File: src/logic/flash_host_consts.svh
`ifndef FLASH_HOST_CONSTS_SVH
`define FLASH_HOST_CONSTS_SVH
// register offsets (word addresses, one per register)
`define REG_CTRL 4'h0
`define REG_ADDR 4'h1
`define REG_WDATA 4'h2
`define REG_STATUS 4'h3
`define REG_RDATA 4'h4
`define REG_IRQ 4'h5
`define REG_MASK 4'h6
// ctrl fields
`define CTRL_GO 0
`define CTRL_OP_LO 1
`define CTRL_OP_HI 4
`define CTRL_BLKCNT_LO 8
`define CTRL_BLKCNT_HI 11
// addresses and data codes of the command sequences
`define UNLOCK_A1 11'h aaa
`define UNLOCK_A2 11'h555
`define CFI_ADDR 11'h0aa
`define D_UNLOCK1 8'haa
`define D_UNLOCK2 8'h55
`define D_RESET 8'hf0
`define D_AUTOSEL 8'h90
`define D_PROGRAM 8'ha0
`define D_BYPASS 8'h20
`define D_ERASE 8'h80
`define D_CHIPERASE 8'h10
`define D_BLKERASE 8'h30
`define D_SUSPEND 8'hb0
`define D_CFI 8'h98
`define D_BYP_EXIT 8'h00
// status polling bits
`define ST_POLL 7
`define ST_TOGGLE 6
`define ST_ERROR 5
`define ST_ETIMER 3
// protect verify
`define VFY_PROTECTED 8'h01
// bus cycle timing in core clocks
`define T_SETUP 3'd2
`define T_STROBE 3'd7
`define RESET_VAL 32'h0000_0000
`endif

File: src/logic/flash_host_pkg.sv
package flash_host_pkg;
   typedef enum logic [3:0] {
      op_reset = 4'h0, op_reset3 = 4'h1, op_autosel = 4'h2,
      op_program = 4'h3, op_bypass = 4'h4, op_byp_prog = 4'h5,
      op_byp_exit = 4'h6, op_chip_erase = 4'h7, op_blk_erase = 4'h8,
      op_suspend = 4'h9, op_resume = 4'ha, op_cfi = 4'hb,
      op_read = 4'hc, op_verify = 4'hd, op_protect = 4'he,
      op_unprotect = 4'hf
   } op_t;
   typedef enum logic [2:0] {
      st_idle = 3'b000, st_setup = 3'b001, st_strobe = 3'b011,
      st_next = 3'b010, st_poll = 3'b110, st_done = 3'b111
   } state_t;
endpackage : flash_host_pkg

File: src/logic/flash_seq_if.sv
`timescale 1ns/10ps
`default_nettype none
interface flash_seq_if;
   logic [3:0] idx;
   logic [3:0] op;
   logic [20:0] tgt;
   logic [7:0] val;
   logic [20:0] addr;
   logic [7:0] data;
   logic last;
   modport rom (input idx, input op, input tgt, input val,
      output addr, output data, output last);
   modport seq (output idx, output op, output tgt, output val,
      input addr, input data, input last);
endinterface : flash_seq_if
`default_nettype wire

File: src/logic/flash_host.sv
`timescale 1ns/10ps
`default_nettype none
`include "flash_host_consts.svh"
module flash_host
   import flash_host_pkg::*;
(
   input wire logic core_clk, // 100 MHz clock
   input wire logic rst_n, // async reset, active low
   input wire logic [3:0] avs_address, // word address
   input wire logic avs_read, // read strobe
   input wire logic avs_write, // write strobe
   input wire logic [31:0] avs_writedata, // write data
   output logic [31:0] avs_readdata, // read data
   output logic avs_waitrequest, // stall
   output logic irq, // level interrupt
   output logic [20:0] flash_addr, // address incl. byte lsb
   output logic [7:0] flash_dq_o, // data out
   output logic flash_dq_oe, // data drive enable
   input wire logic [7:0] flash_dq_i, // data in
   output logic flash_ce_n, // chip enable
   output logic flash_oe_n, // output enable
   output logic flash_we_n, // write enable
   output logic hv_ce, // high identifier level on chip enable
   output logic hv_oe, // high identifier level on output enable
   output logic hv_a9 // high identifier level on A9
);
   flash_seq_if s ();
   flash_cmd_rom u_rom (.core_clk(core_clk), .rst_n(rst_n), .s(s));

   state_t state_q, state_d;
   logic [3:0] op_q;
   logic [20:0] addr_q;
   logic [7:0] wdata_q;
   logic [3:0] blkcnt_q;
   logic [3:0] idx_q;
   logic [2:0] tmr_q;
   logic [7:0] rdata_q;
   logic [7:0] prev_q;
   logic [3:0] irq_q;
   logic [3:0] mask_q;
   logic done_q;
   logic err_q;
   logic armed_q;
   logic ack_q;
   logic [7:0] dq_s1_q, dq_s2_q, dq_s3_q, dq_f_q;
   logic busy;
   assign busy = (state_q != st_idle);

   // bus decode
   wire wr_ctrl = avs_write && avs_address == `REG_CTRL;
   wire go = wr_ctrl && avs_writedata[`CTRL_GO] && !busy;
   wire go_refused = wr_ctrl && avs_writedata[`CTRL_GO] && busy;
   wire hit = avs_address <= `REG_MASK;
   // one wait cycle on reads so readdata comes from a flop
   assign avs_waitrequest = avs_read && !ack_q;

   // three-stage sampler, change counts once stages 2 and 3 agree
   always_ff @(posedge core_clk or negedge rst_n) begin
      if (!rst_n) begin
         dq_s1_q <= 8'h00;
         dq_s2_q <= 8'h00;
         dq_s3_q <= 8'h00;
         dq_f_q <= 8'h00;
      end else begin
         dq_s1_q <= flash_dq_i;
         dq_s2_q <= dq_s1_q;
         dq_s3_q <= dq_s2_q;
         if (dq_s2_q == dq_s3_q)
            dq_f_q <= dq_s3_q;
      end
   end

   wire is_read = op_q == op_read || op_q == op_verify;
   wire is_hv = op_q == op_protect || op_q == op_unprotect;
   wire needs_poll = op_q == op_program || op_q == op_byp_prog ||
      op_q == op_chip_erase || op_q == op_blk_erase || op_q == op_resume;
   wire tmr_zero = tmr_q == 3'd0;
   wire last_step = is_read || is_hv || s.last;
   // extra block addresses stream in as idx grows past five
   wire more_blks = op_q == op_blk_erase && blkcnt_q != 4'd0;
   wire toggling = prev_q[`ST_TOGGLE] != dq_f_q[`ST_TOGGLE];
   wire poll_fail = dq_f_q[`ST_ERROR] && toggling;

   assign s.idx = idx_q;
   assign s.op = op_q;
   assign s.tgt = addr_q;
   assign s.val = wdata_q;

   always_comb begin
      state_d = state_q;
      unique case (state_q)
         st_idle: if (go) state_d = st_setup;
         st_setup: if (tmr_zero) state_d = st_strobe;
         st_strobe: if (tmr_zero) state_d = st_next;
         st_next: state_d = (last_step && !more_blks) ?
            (needs_poll ? st_poll : st_done) : st_setup;
         // status keeps toggling while the controller runs
         // first sample only arms, it has nothing to compare with
         st_poll: if (tmr_zero && armed_q && (!toggling || poll_fail))
            state_d = st_done;
         st_done: state_d = st_idle;
         default: state_d = st_idle;
      endcase
   end

   always_ff @(posedge core_clk or negedge rst_n) begin
      if (!rst_n) begin
         state_q <= st_idle;
         tmr_q <= 3'd0;
         idx_q <= 4'd0;
         armed_q <= 1'b0;
      end else begin
         state_q <= state_d;
         armed_q <= (state_q == st_poll) && (armed_q || tmr_zero);
         if (state_q != state_d)
            tmr_q <= (state_d == st_strobe || state_d == st_poll) ?
               `T_STROBE : `T_SETUP;
         else if (!tmr_zero)
            tmr_q <= tmr_q - 3'd1;
         else if (state_q == st_poll)
            tmr_q <= `T_STROBE;
         if (state_q == st_idle)
            idx_q <= 4'd0;
         else if (state_q == st_next && idx_q != 4'd15)
            idx_q <= idx_q + 4'd1;
      end
   end

   wire [20:0] vfy_addr = {addr_q[20:8], 1'b0, 4'h0, 2'b10, 1'b0};
   wire [20:0] unp_addr = addr_q | 21'h009002;
   always_ff @(posedge core_clk or negedge rst_n) begin
      if (!rst_n) begin
         flash_addr <= 21'h0;
         flash_dq_o <= 8'h00;
         flash_dq_oe <= 1'b0;
         flash_ce_n <= 1'b1;
         flash_oe_n <= 1'b1;
         flash_we_n <= 1'b1;
         hv_ce <= 1'b0;
         hv_oe <= 1'b0;
         hv_a9 <= 1'b0;
      end else begin
         // address and chip enable stay stable through protect
         flash_addr <= (op_q == op_verify) ? vfy_addr :
            (op_q == op_unprotect) ? unp_addr :
            (is_read || is_hv) ? addr_q : s.addr;
         flash_dq_o <= s.data;
         flash_dq_oe <= busy && !is_read && !is_hv &&
            state_q != st_poll;
         flash_ce_n <= !(busy && op_q != op_unprotect);
         // one high cycle per poll round makes a fresh status read
         flash_oe_n <= !((state_q == st_poll && tmr_q != `T_STROBE) ||
            (is_read && state_q == st_strobe));
         flash_we_n <= !(state_q == st_strobe && !is_read);
         // high level held for the whole procedure
         hv_oe <= busy && is_hv;
         hv_a9 <= busy && (is_hv || op_q == op_verify);
         hv_ce <= busy && op_q == op_unprotect;
      end
   end

   always_ff @(posedge core_clk or negedge rst_n) begin
      if (!rst_n) begin
         op_q <= 4'h0;
         addr_q <= 21'h0;
         wdata_q <= 8'h00;
         blkcnt_q <= 4'd0;
         rdata_q <= 8'h00;
         prev_q <= 8'h00;
         done_q <= 1'b0;
         err_q <= 1'b0;
      end else begin
         if (go) begin
            op_q <= avs_writedata[`CTRL_OP_HI:`CTRL_OP_LO];
            blkcnt_q <= avs_writedata[`CTRL_BLKCNT_HI:`CTRL_BLKCNT_LO];
            done_q <= 1'b0;
            err_q <= 1'b0;
         end
         if (avs_write && avs_address == `REG_ADDR)
            addr_q <= avs_writedata[20:0];
         if (avs_write && avs_address == `REG_WDATA)
            wdata_q <= avs_writedata[7:0];
         // next queued block, one per sixth-step repeat
         if (state_q == st_next && more_blks && idx_q >= 4'd5) begin
            blkcnt_q <= blkcnt_q - 4'd1;
            addr_q <= addr_q + 21'h010000;
         end
         if (state_q == st_strobe && tmr_zero && is_read)
            rdata_q <= dq_f_q;
         if (state_q == st_poll && tmr_zero)
            prev_q <= dq_f_q;
         if (state_q == st_next)
            prev_q <= dq_f_q;
         if (state_q == st_done) begin
            done_q <= 1'b1;
            err_q <= (state_q == st_done) && poll_fail;
            if (op_q == op_verify)
               rdata_q <= dq_f_q;
         end
      end
   end

   // sticky events: done, error, protected-on-verify, refused start
   wire [3:0] ev = {go_refused,
      state_q == st_done && op_q == op_verify &&
         dq_f_q == `VFY_PROTECTED,
      state_q == st_done && poll_fail, state_q == st_done};
   always_ff @(posedge core_clk or negedge rst_n) begin
      if (!rst_n) begin
         irq_q <= 4'h0;
         mask_q <= 4'h0;
         ack_q <= 1'b0;
         avs_readdata <= `RESET_VAL;
      end else begin
         // set wins over the write-one clear
         irq_q <= (irq_q & ~((avs_write && avs_address == `REG_IRQ) ?
            avs_writedata[3:0] : 4'h0)) | ev;
         if (avs_write && avs_address == `REG_MASK)
            mask_q <= avs_writedata[3:0];
         ack_q <= avs_read && !ack_q;
         if (avs_read && !ack_q) begin
            unique case (avs_address)
               `REG_CTRL: avs_readdata <= {20'h0, blkcnt_q, 3'h0,
                  op_q, 1'b0};
               `REG_ADDR: avs_readdata <= {11'h0, addr_q};
               `REG_WDATA: avs_readdata <= {24'h0, wdata_q};
               `REG_STATUS: avs_readdata <= {24'h0, prev_q[`ST_ETIMER],
                  4'h0, err_q, done_q, busy};
               `REG_RDATA: avs_readdata <= {24'h0, rdata_q};
               `REG_IRQ: avs_readdata <= {28'h0, irq_q};
               `REG_MASK: avs_readdata <= {28'h0, mask_q};
               default: avs_readdata <= `RESET_VAL;
            endcase
            if (!hit)
               avs_readdata <= `RESET_VAL;
         end
      end
   end
   assign irq = |(irq_q & mask_q);

   property p_we_strobe;
      @(posedge core_clk) disable iff (!rst_n)
         $fell(flash_we_n) |-> !flash_ce_n || hv_ce;
   endproperty
   a_we_strobe: assert property (p_we_strobe)
      else $error("write strobe without chip select");
   property p_hv_stable;
      @(posedge core_clk) disable iff (!rst_n)
         (hv_oe && $past(hv_oe)) |-> $stable(flash_addr);
   endproperty
   a_hv_stable: assert property (p_hv_stable)
      else $error("address moved during protect");
   property p_unp_bits;
      @(posedge core_clk) disable iff (!rst_n)
         hv_ce |-> flash_addr[15] && flash_addr[12] && hv_a9 && hv_oe;
   endproperty
   a_unp_bits: assert property (p_unp_bits)
      else $error("unprotect pins wrong");
   property p_no_fight;
      @(posedge core_clk) disable iff (!rst_n)
         !flash_oe_n |-> !flash_dq_oe;
   endproperty
   a_no_fight: assert property (p_no_fight)
      else $error("data driven while device drives");
   property p_read_no_we;
      @(posedge core_clk) disable iff (!rst_n)
         !flash_oe_n |-> flash_we_n;
   endproperty
   a_read_no_we: assert property (p_read_no_we)
      else $error("write strobe during read");
   property p_protect_ce;
      @(posedge core_clk) disable iff (!rst_n)
         (hv_oe && !hv_ce) |-> !flash_ce_n && hv_a9;
   endproperty
   a_protect_ce: assert property (p_protect_ce)
      else $error("chip enable high during protect");
endmodule : flash_host
`default_nettype wire

File: src/logic/flash_cmd_rom.sv
`timescale 1ns/10ps
`default_nettype none
`include "flash_host_consts.svh"
module flash_cmd_rom
   import flash_host_pkg::*;
(
   input wire logic core_clk, // clock
   input wire logic rst_n, // async reset
   flash_seq_if.rom s // step lookup
);
   logic [20:0] addr_d;
   logic [7:0] data_d;
   logic last_d;
   op_t op;
   assign op = op_t'(s.op);
   function automatic logic [20:0] ua(input logic [10:0] a);
      ua = {10'h000, a};
   endfunction : ua
   always_comb begin
      addr_d = ua(`UNLOCK_A1);
      data_d = `D_UNLOCK1;
      last_d = 1'b0;
      unique case (op)
         op_reset, op_suspend, op_resume: begin
            data_d = (op == op_reset) ? `D_RESET :
               (op == op_suspend) ? `D_SUSPEND : `D_BLKERASE;
            last_d = 1'b1;
         end
         op_cfi: begin
            addr_d = ua(`CFI_ADDR);
            data_d = `D_CFI;
            last_d = 1'b1;
         end
         op_byp_prog: begin
            addr_d = (s.idx == 4'd0) ? 21'h0 : s.tgt;
            data_d = (s.idx == 4'd0) ? `D_PROGRAM : s.val;
            last_d = (s.idx == 4'd1);
         end
         op_byp_exit: begin
            data_d = (s.idx == 4'd0) ? `D_AUTOSEL : `D_BYP_EXIT;
            last_d = (s.idx == 4'd1);
         end
         default: begin
            // unlock prefix shared by every long command
            unique case (s.idx)
               4'd0, 4'd3: begin
                  addr_d = ua(`UNLOCK_A1);
                  data_d = `D_UNLOCK1;
               end
               4'd1, 4'd4: begin
                  addr_d = ua(`UNLOCK_A2);
                  data_d = `D_UNLOCK2;
               end
               4'd2: begin
                  addr_d = ua(`UNLOCK_A1);
                  unique case (op)
                     op_reset3: data_d = `D_RESET;
                     op_autosel: data_d = `D_AUTOSEL;
                     op_program: data_d = `D_PROGRAM;
                     op_bypass: data_d = `D_BYPASS;
                     default: data_d = `D_ERASE;
                  endcase
                  last_d = (op == op_reset3) || (op == op_autosel) ||
                     (op == op_bypass);
               end
               default: begin
                  // idx 5+ for erase; program idx 3 is set after this case
                  addr_d = (op == op_chip_erase) ? ua(`UNLOCK_A1) : s.tgt;
                  data_d = (op == op_program) ? s.val :
                     (op == op_chip_erase) ? `D_CHIPERASE : `D_BLKERASE;
                  last_d = 1'b1;
               end
            endcase
            if (op == op_program && s.idx == 4'd3) begin
               addr_d = s.tgt;
               data_d = s.val;
               last_d = 1'b1;
            end
         end
      endcase
   end
   // registered so the data outputs come from flops
   always_ff @(posedge core_clk or negedge rst_n) begin
      if (!rst_n) begin
         s.addr <= 21'h0;
         s.data <= 8'h00;
         s.last <= 1'b0;
      end else begin
         s.addr <= addr_d;
         s.data <= data_d;
         s.last <= last_d;
      end
   end
endmodule : flash_cmd_rom
`default_nettype wire

File: config.mk
export PLATFORM = sky130hd
export DESIGN_NAME = flash_host
export DESIGN_NICKNAME = d
export VERILOG_FILES = /design/src/logic/flash_host_pkg.sv /design/src/logic/flash_seq_if.sv /design/src/logic/flash_host.sv /design/src/logic/flash_cmd_rom.sv
export VERILOG_INCLUDE_DIRS = /design/src /design/src/logic
export SDC_FILE = /design/constraint.sdc
export NUM_CORES = 1
export LEC_CHECK = 0
export BUFFER_PORTS_ARGS = -buffer_cell sky130_fd_sc_hd__clkbuf_2
export CAP_MARGIN = 15
export CORE_UTILIZATION = 56
export CTS_CLUSTER_DIAMETER = 80
export DETAILED_ROUTE_END_ITERATION = 16
export PLACE_DENSITY = 0.78
export SLEW_MARGIN = 20
export SYNTH_ARGS = -nofsm -noshare
export SYNTH_HDL_FRONTEND = slang
export SYNTH_SLANG_ARGS = --single-unit
File: constraint.sdc
create_clock -name core_clk -period 2.8 [get_ports core_clk]
set_input_delay 0.28 -clock core_clk [delete_from_list [all_inputs] [get_ports core_clk]]
set_output_delay 0.28 -clock core_clk [all_outputs]
set_load 0.01 [all_outputs]
==> impl_metrics.json <==
{
  "floorplan.initialDensity": 0.575,
  "fin_nets": 894,
  "whs_ns": 0.0839,
  "synth_top_area_frac": 0.554,
  "worst-slew-pin-transition_ns": 0.645,
  "status": "finished, final reports clean",
  "max_stage_delay_ns": 0.59,
  "yosysTopAreaCell": "dfrtp_1",
  "timing.rr.start": "state_q[0]$_DFF_PN0_",
  "synth_seq_area_share": 0.564,
  "first_pass_iters": 5,
  "r2r_setup_slack_ns": 0.41,
  "min-delay-start": "avs_writedata[12]",
  "synthArstFlopShare": 1.00,
  "startpoint": "state_q[0]$_DFF_PN0_",
  "max_freq_mhz": 419,
  "die_w_um": 124,
  "synth_xor_area_frac": 0.0126,
  "yosys.area_share.simple": 0.133,
  "numCtsBuffers": 17,
  "min_path_type": "in2reg",
  "drtIter0Drc": 421,
  "p_leak_uw": 0.00471,
  "postCtsResizedCells": 0,
  "wl_met2_um": 9810,
  "cts_tree": "yes",
  "fin_area_um2": 9770,
  "cts_buffer_depth": 2,
  "hold_violations": 0,
  "cp-start-kind": "register",
  "wl_met3_um": 1060,
  "cp_max_fo": 14,
  "min_to": "addr_q[12]$_DFFE_PN0P_",
  "finClkSkew_ns": 0.00889,
  "avgRoutedWirePerCell_um": 18.6,
  "ys_warn_count": 0,
  "grt.total_usage": 0.268,
  "drc_errors": 0,
  "cp.arrival_ns": 2.70,
  "critical_path.endpoint_type": "register",
  "min_period_ns": 2.39,
  "synth-compound-area-share": 0.137,
  "antennaDiodeCount": 0,
  "ioPinCount": 118,
  "vias_per_cell": 5.98,
  "synthMuxAreaShare": 0.0989,
  "min_path_cells": 2,
  "rows": 44,
  "relSlewSlack": 0.569,
  "final_common_cell": "dfrtp_1",
  "dp_hpwl_um": 14000,
  "die_y_um": 124,
  "layout_common_cells": "185 x dfrtp_1, 94 x clkbuf_2, 80 x nand2_1",
  "grt_first_pass_wirelength_um": 30900,
  "htree_levels": 4,
  "yosys_register_bits": 188,
  "critPathSlowestCell": "or3b_1",
  "cts_setup_buffers": 0,
  "wirelength_um": 19300,
  "setup_viol": 0,
  "clock_sinks": 188,
  "synthFlopType": "dfrtp_1",
  "highest_layer": "met4",
  "grt_max_degree": 64,
  "p_seq_frac": 0.445,
  "synth_cell_types": 75,
  "power_frac_comb": 0.248,
  "synthTopCellsByArea": "dfrtp_1 55%, mux2_2 7.5%, nand2_1 3.6%",
  "die_area_um2": 15400,
  "routed-via-count": 6179,
  "rr_endpoint": "addr_q[18]$_DFFE_PN0P_",
  "syn_area_um2": 8350,
  "path_clk_slew_ns": 0.07,
  "preCtsSetupSlack_ns": 0.436,
  "syn2layout_area_growth_pct": 16.9,
  "powerDensity_nw_per_um2": 838,
  "ant_nets": 0,
  "cp.required_ns": 3.11,
  "internal_power_uw": 5590,
  "avgSynthCellArea_um2": 11.5,
  "drive_above_1_share": 0.275,
  "power.net_switching_uw": 2600,
  "irDropWorstVdd_v": 0.000485,
  "cts-root-buf": "clkbuf_16",
  "syn_inst": 726,
  "p_clk_frac": 0.307,
  "gp_congestion": 0.866,
  "met1Wirelength_um": 8050,
  "drv_slew": 0,
  "p_sw_frac": 0.317,
  "clock_latency_ns": 0.43,
  "synth_top_family_by_area": "compound AO/OA/AOI/OAI gates",
  "yosys.area_share.adder": 0.0135,
  "port_buffers": 95,
  "grt_antenna_before_repair": 0,
  "core_area_um2": 14500,
  "layout_setup_ws_ns": 0.412,
  "r2r_cells": 5,
  "synth-edff-count": 0,
  "drv_cap": 0,
  "timing.final.crit_share": 0.853,
  "grt_pass1_vias": 6018,
  "worstPathCellList": "or3b_1, o31ai_4, buf_4, a21boi_0, a211oi_1",
  "dpl_cell_area_um2": 9050,
  "rsz0062_at_grt": "false",
  "critPathKind": "reg2reg",
  "setup_tns_ns": 0,
  "grt_overflow_total": 0
}
## per-layer routing
metal	GRT usage	vias up
met2	0.461	238
met1	0.341	3112
met4	0.0923	0
met5	0	-
li1	-	2797
met3	0.0476	32
## synthesized netlist by cell type (6+ instances only)
master,n
mux2i_1,15
ha_1,9
buf_4,13
nor2_1,31
nor3_1,11
a22oi_1,6
o211ai_1,8
a21o_1,15
o21a_1,6
or3_1,7
clkbuf_1,21
o21ai_0,28
nand3_1,15
nor2b_1,8
dfrtp_1,185
a22o_1,22
a21oi_1,19
inv_1,23
and2_1,12
buf_2,9
a31oi_1,9
nand2_1,80
xnor2_1,10
mux2_2,56
nand2b_1,13
## worst max-delay path: cells and delay by family, from the launching register on
kind	cells	cell delay (ns)
AO/OA/AOI/OAI	3	0.90
buffers and inverters	1	0.27
flip-flops	1	0.51
AND/OR/NAND/NOR	1	0.59
## power groups by stage
stage                     registers (uW)  clock network, uW  logic [uW]
after floorplan                     3630                  0        1300
after detailed placement            3680                  0        2000
after global routing                3710               2660        2240
after global placement              3650                  0        1940
final                               3640               2520        2030
after CTS                           3640               2550        2020
## flip-flops by register name, summed over array words and instances (netlist names), 8 cells and up
signal,flops
u_rom.s.addr,21
flash_dq_o,8
rdata_q,8
dq_s1_q,8
dq_s3_q,8
s.val,8
dq_f_q,8
avs_readdata,21
dq_s2_q,8
flash_addr,21
addr_q,21
u_rom.s.data,8
## worst max-delay path by stage
stage                                 endpoint  slack [ns]  cells past startpoint
floorplan           u_rom.s.addr[11]$_DFF_PN0_        0.75                      9
global placement        addr_q[10]$_DFFE_PN0P_        0.49                      4
detailed placement      addr_q[18]$_DFFE_PN0P_        0.44                      5
CTS                     addr_q[18]$_DFFE_PN0P_        0.43                      8
global route              tmr_q[0]$_DFFE_PN0P_        0.26                      7
finish                  addr_q[18]$_DFFE_PN0P_        0.41                      5
## what timing repair did
item                       4_1_cts  5_1_grt
hold endpoints to repair        66        0
hold buffers                     9        0
setup endpoints to repair        0        0
## logic make-up after synthesis
logic type      Yosys count
other cells               1
fa+ha+maj                 9
flops                   188
buf+inv                  71
simple gates            214
compound gates          158
xor+xnor                 12
mux                      73
## layout make-up
| cell class | instances | area, um2 |
|---|---|---|
| fillers | 1077 | 4770 |
| flip-flops and latches | 188 | 4710 |
| multi-input cells | 477 | 3340 |
| repair buffers | 130 | 779 |
| clock buffers | 18 | 439 |
| well taps | 184 | 230 |
| clock inverters | 14 | 183 |
| inverters | 23 | 86.3 |
## metrics by stage
stage / std cells / total power (uW) / utilization
floorplan: 736 / 4930 / -
global placement: 993 / 5590 / 0.623
detailed placement: 993 / 5680 / 0.623
CTS: 1034 / 8210 / 0.672
global route: 1034 / 8610 / 0.672
finish: 1034 / 8190 / 0.672
Note: power is estimated with default switching activity, not from simulation.
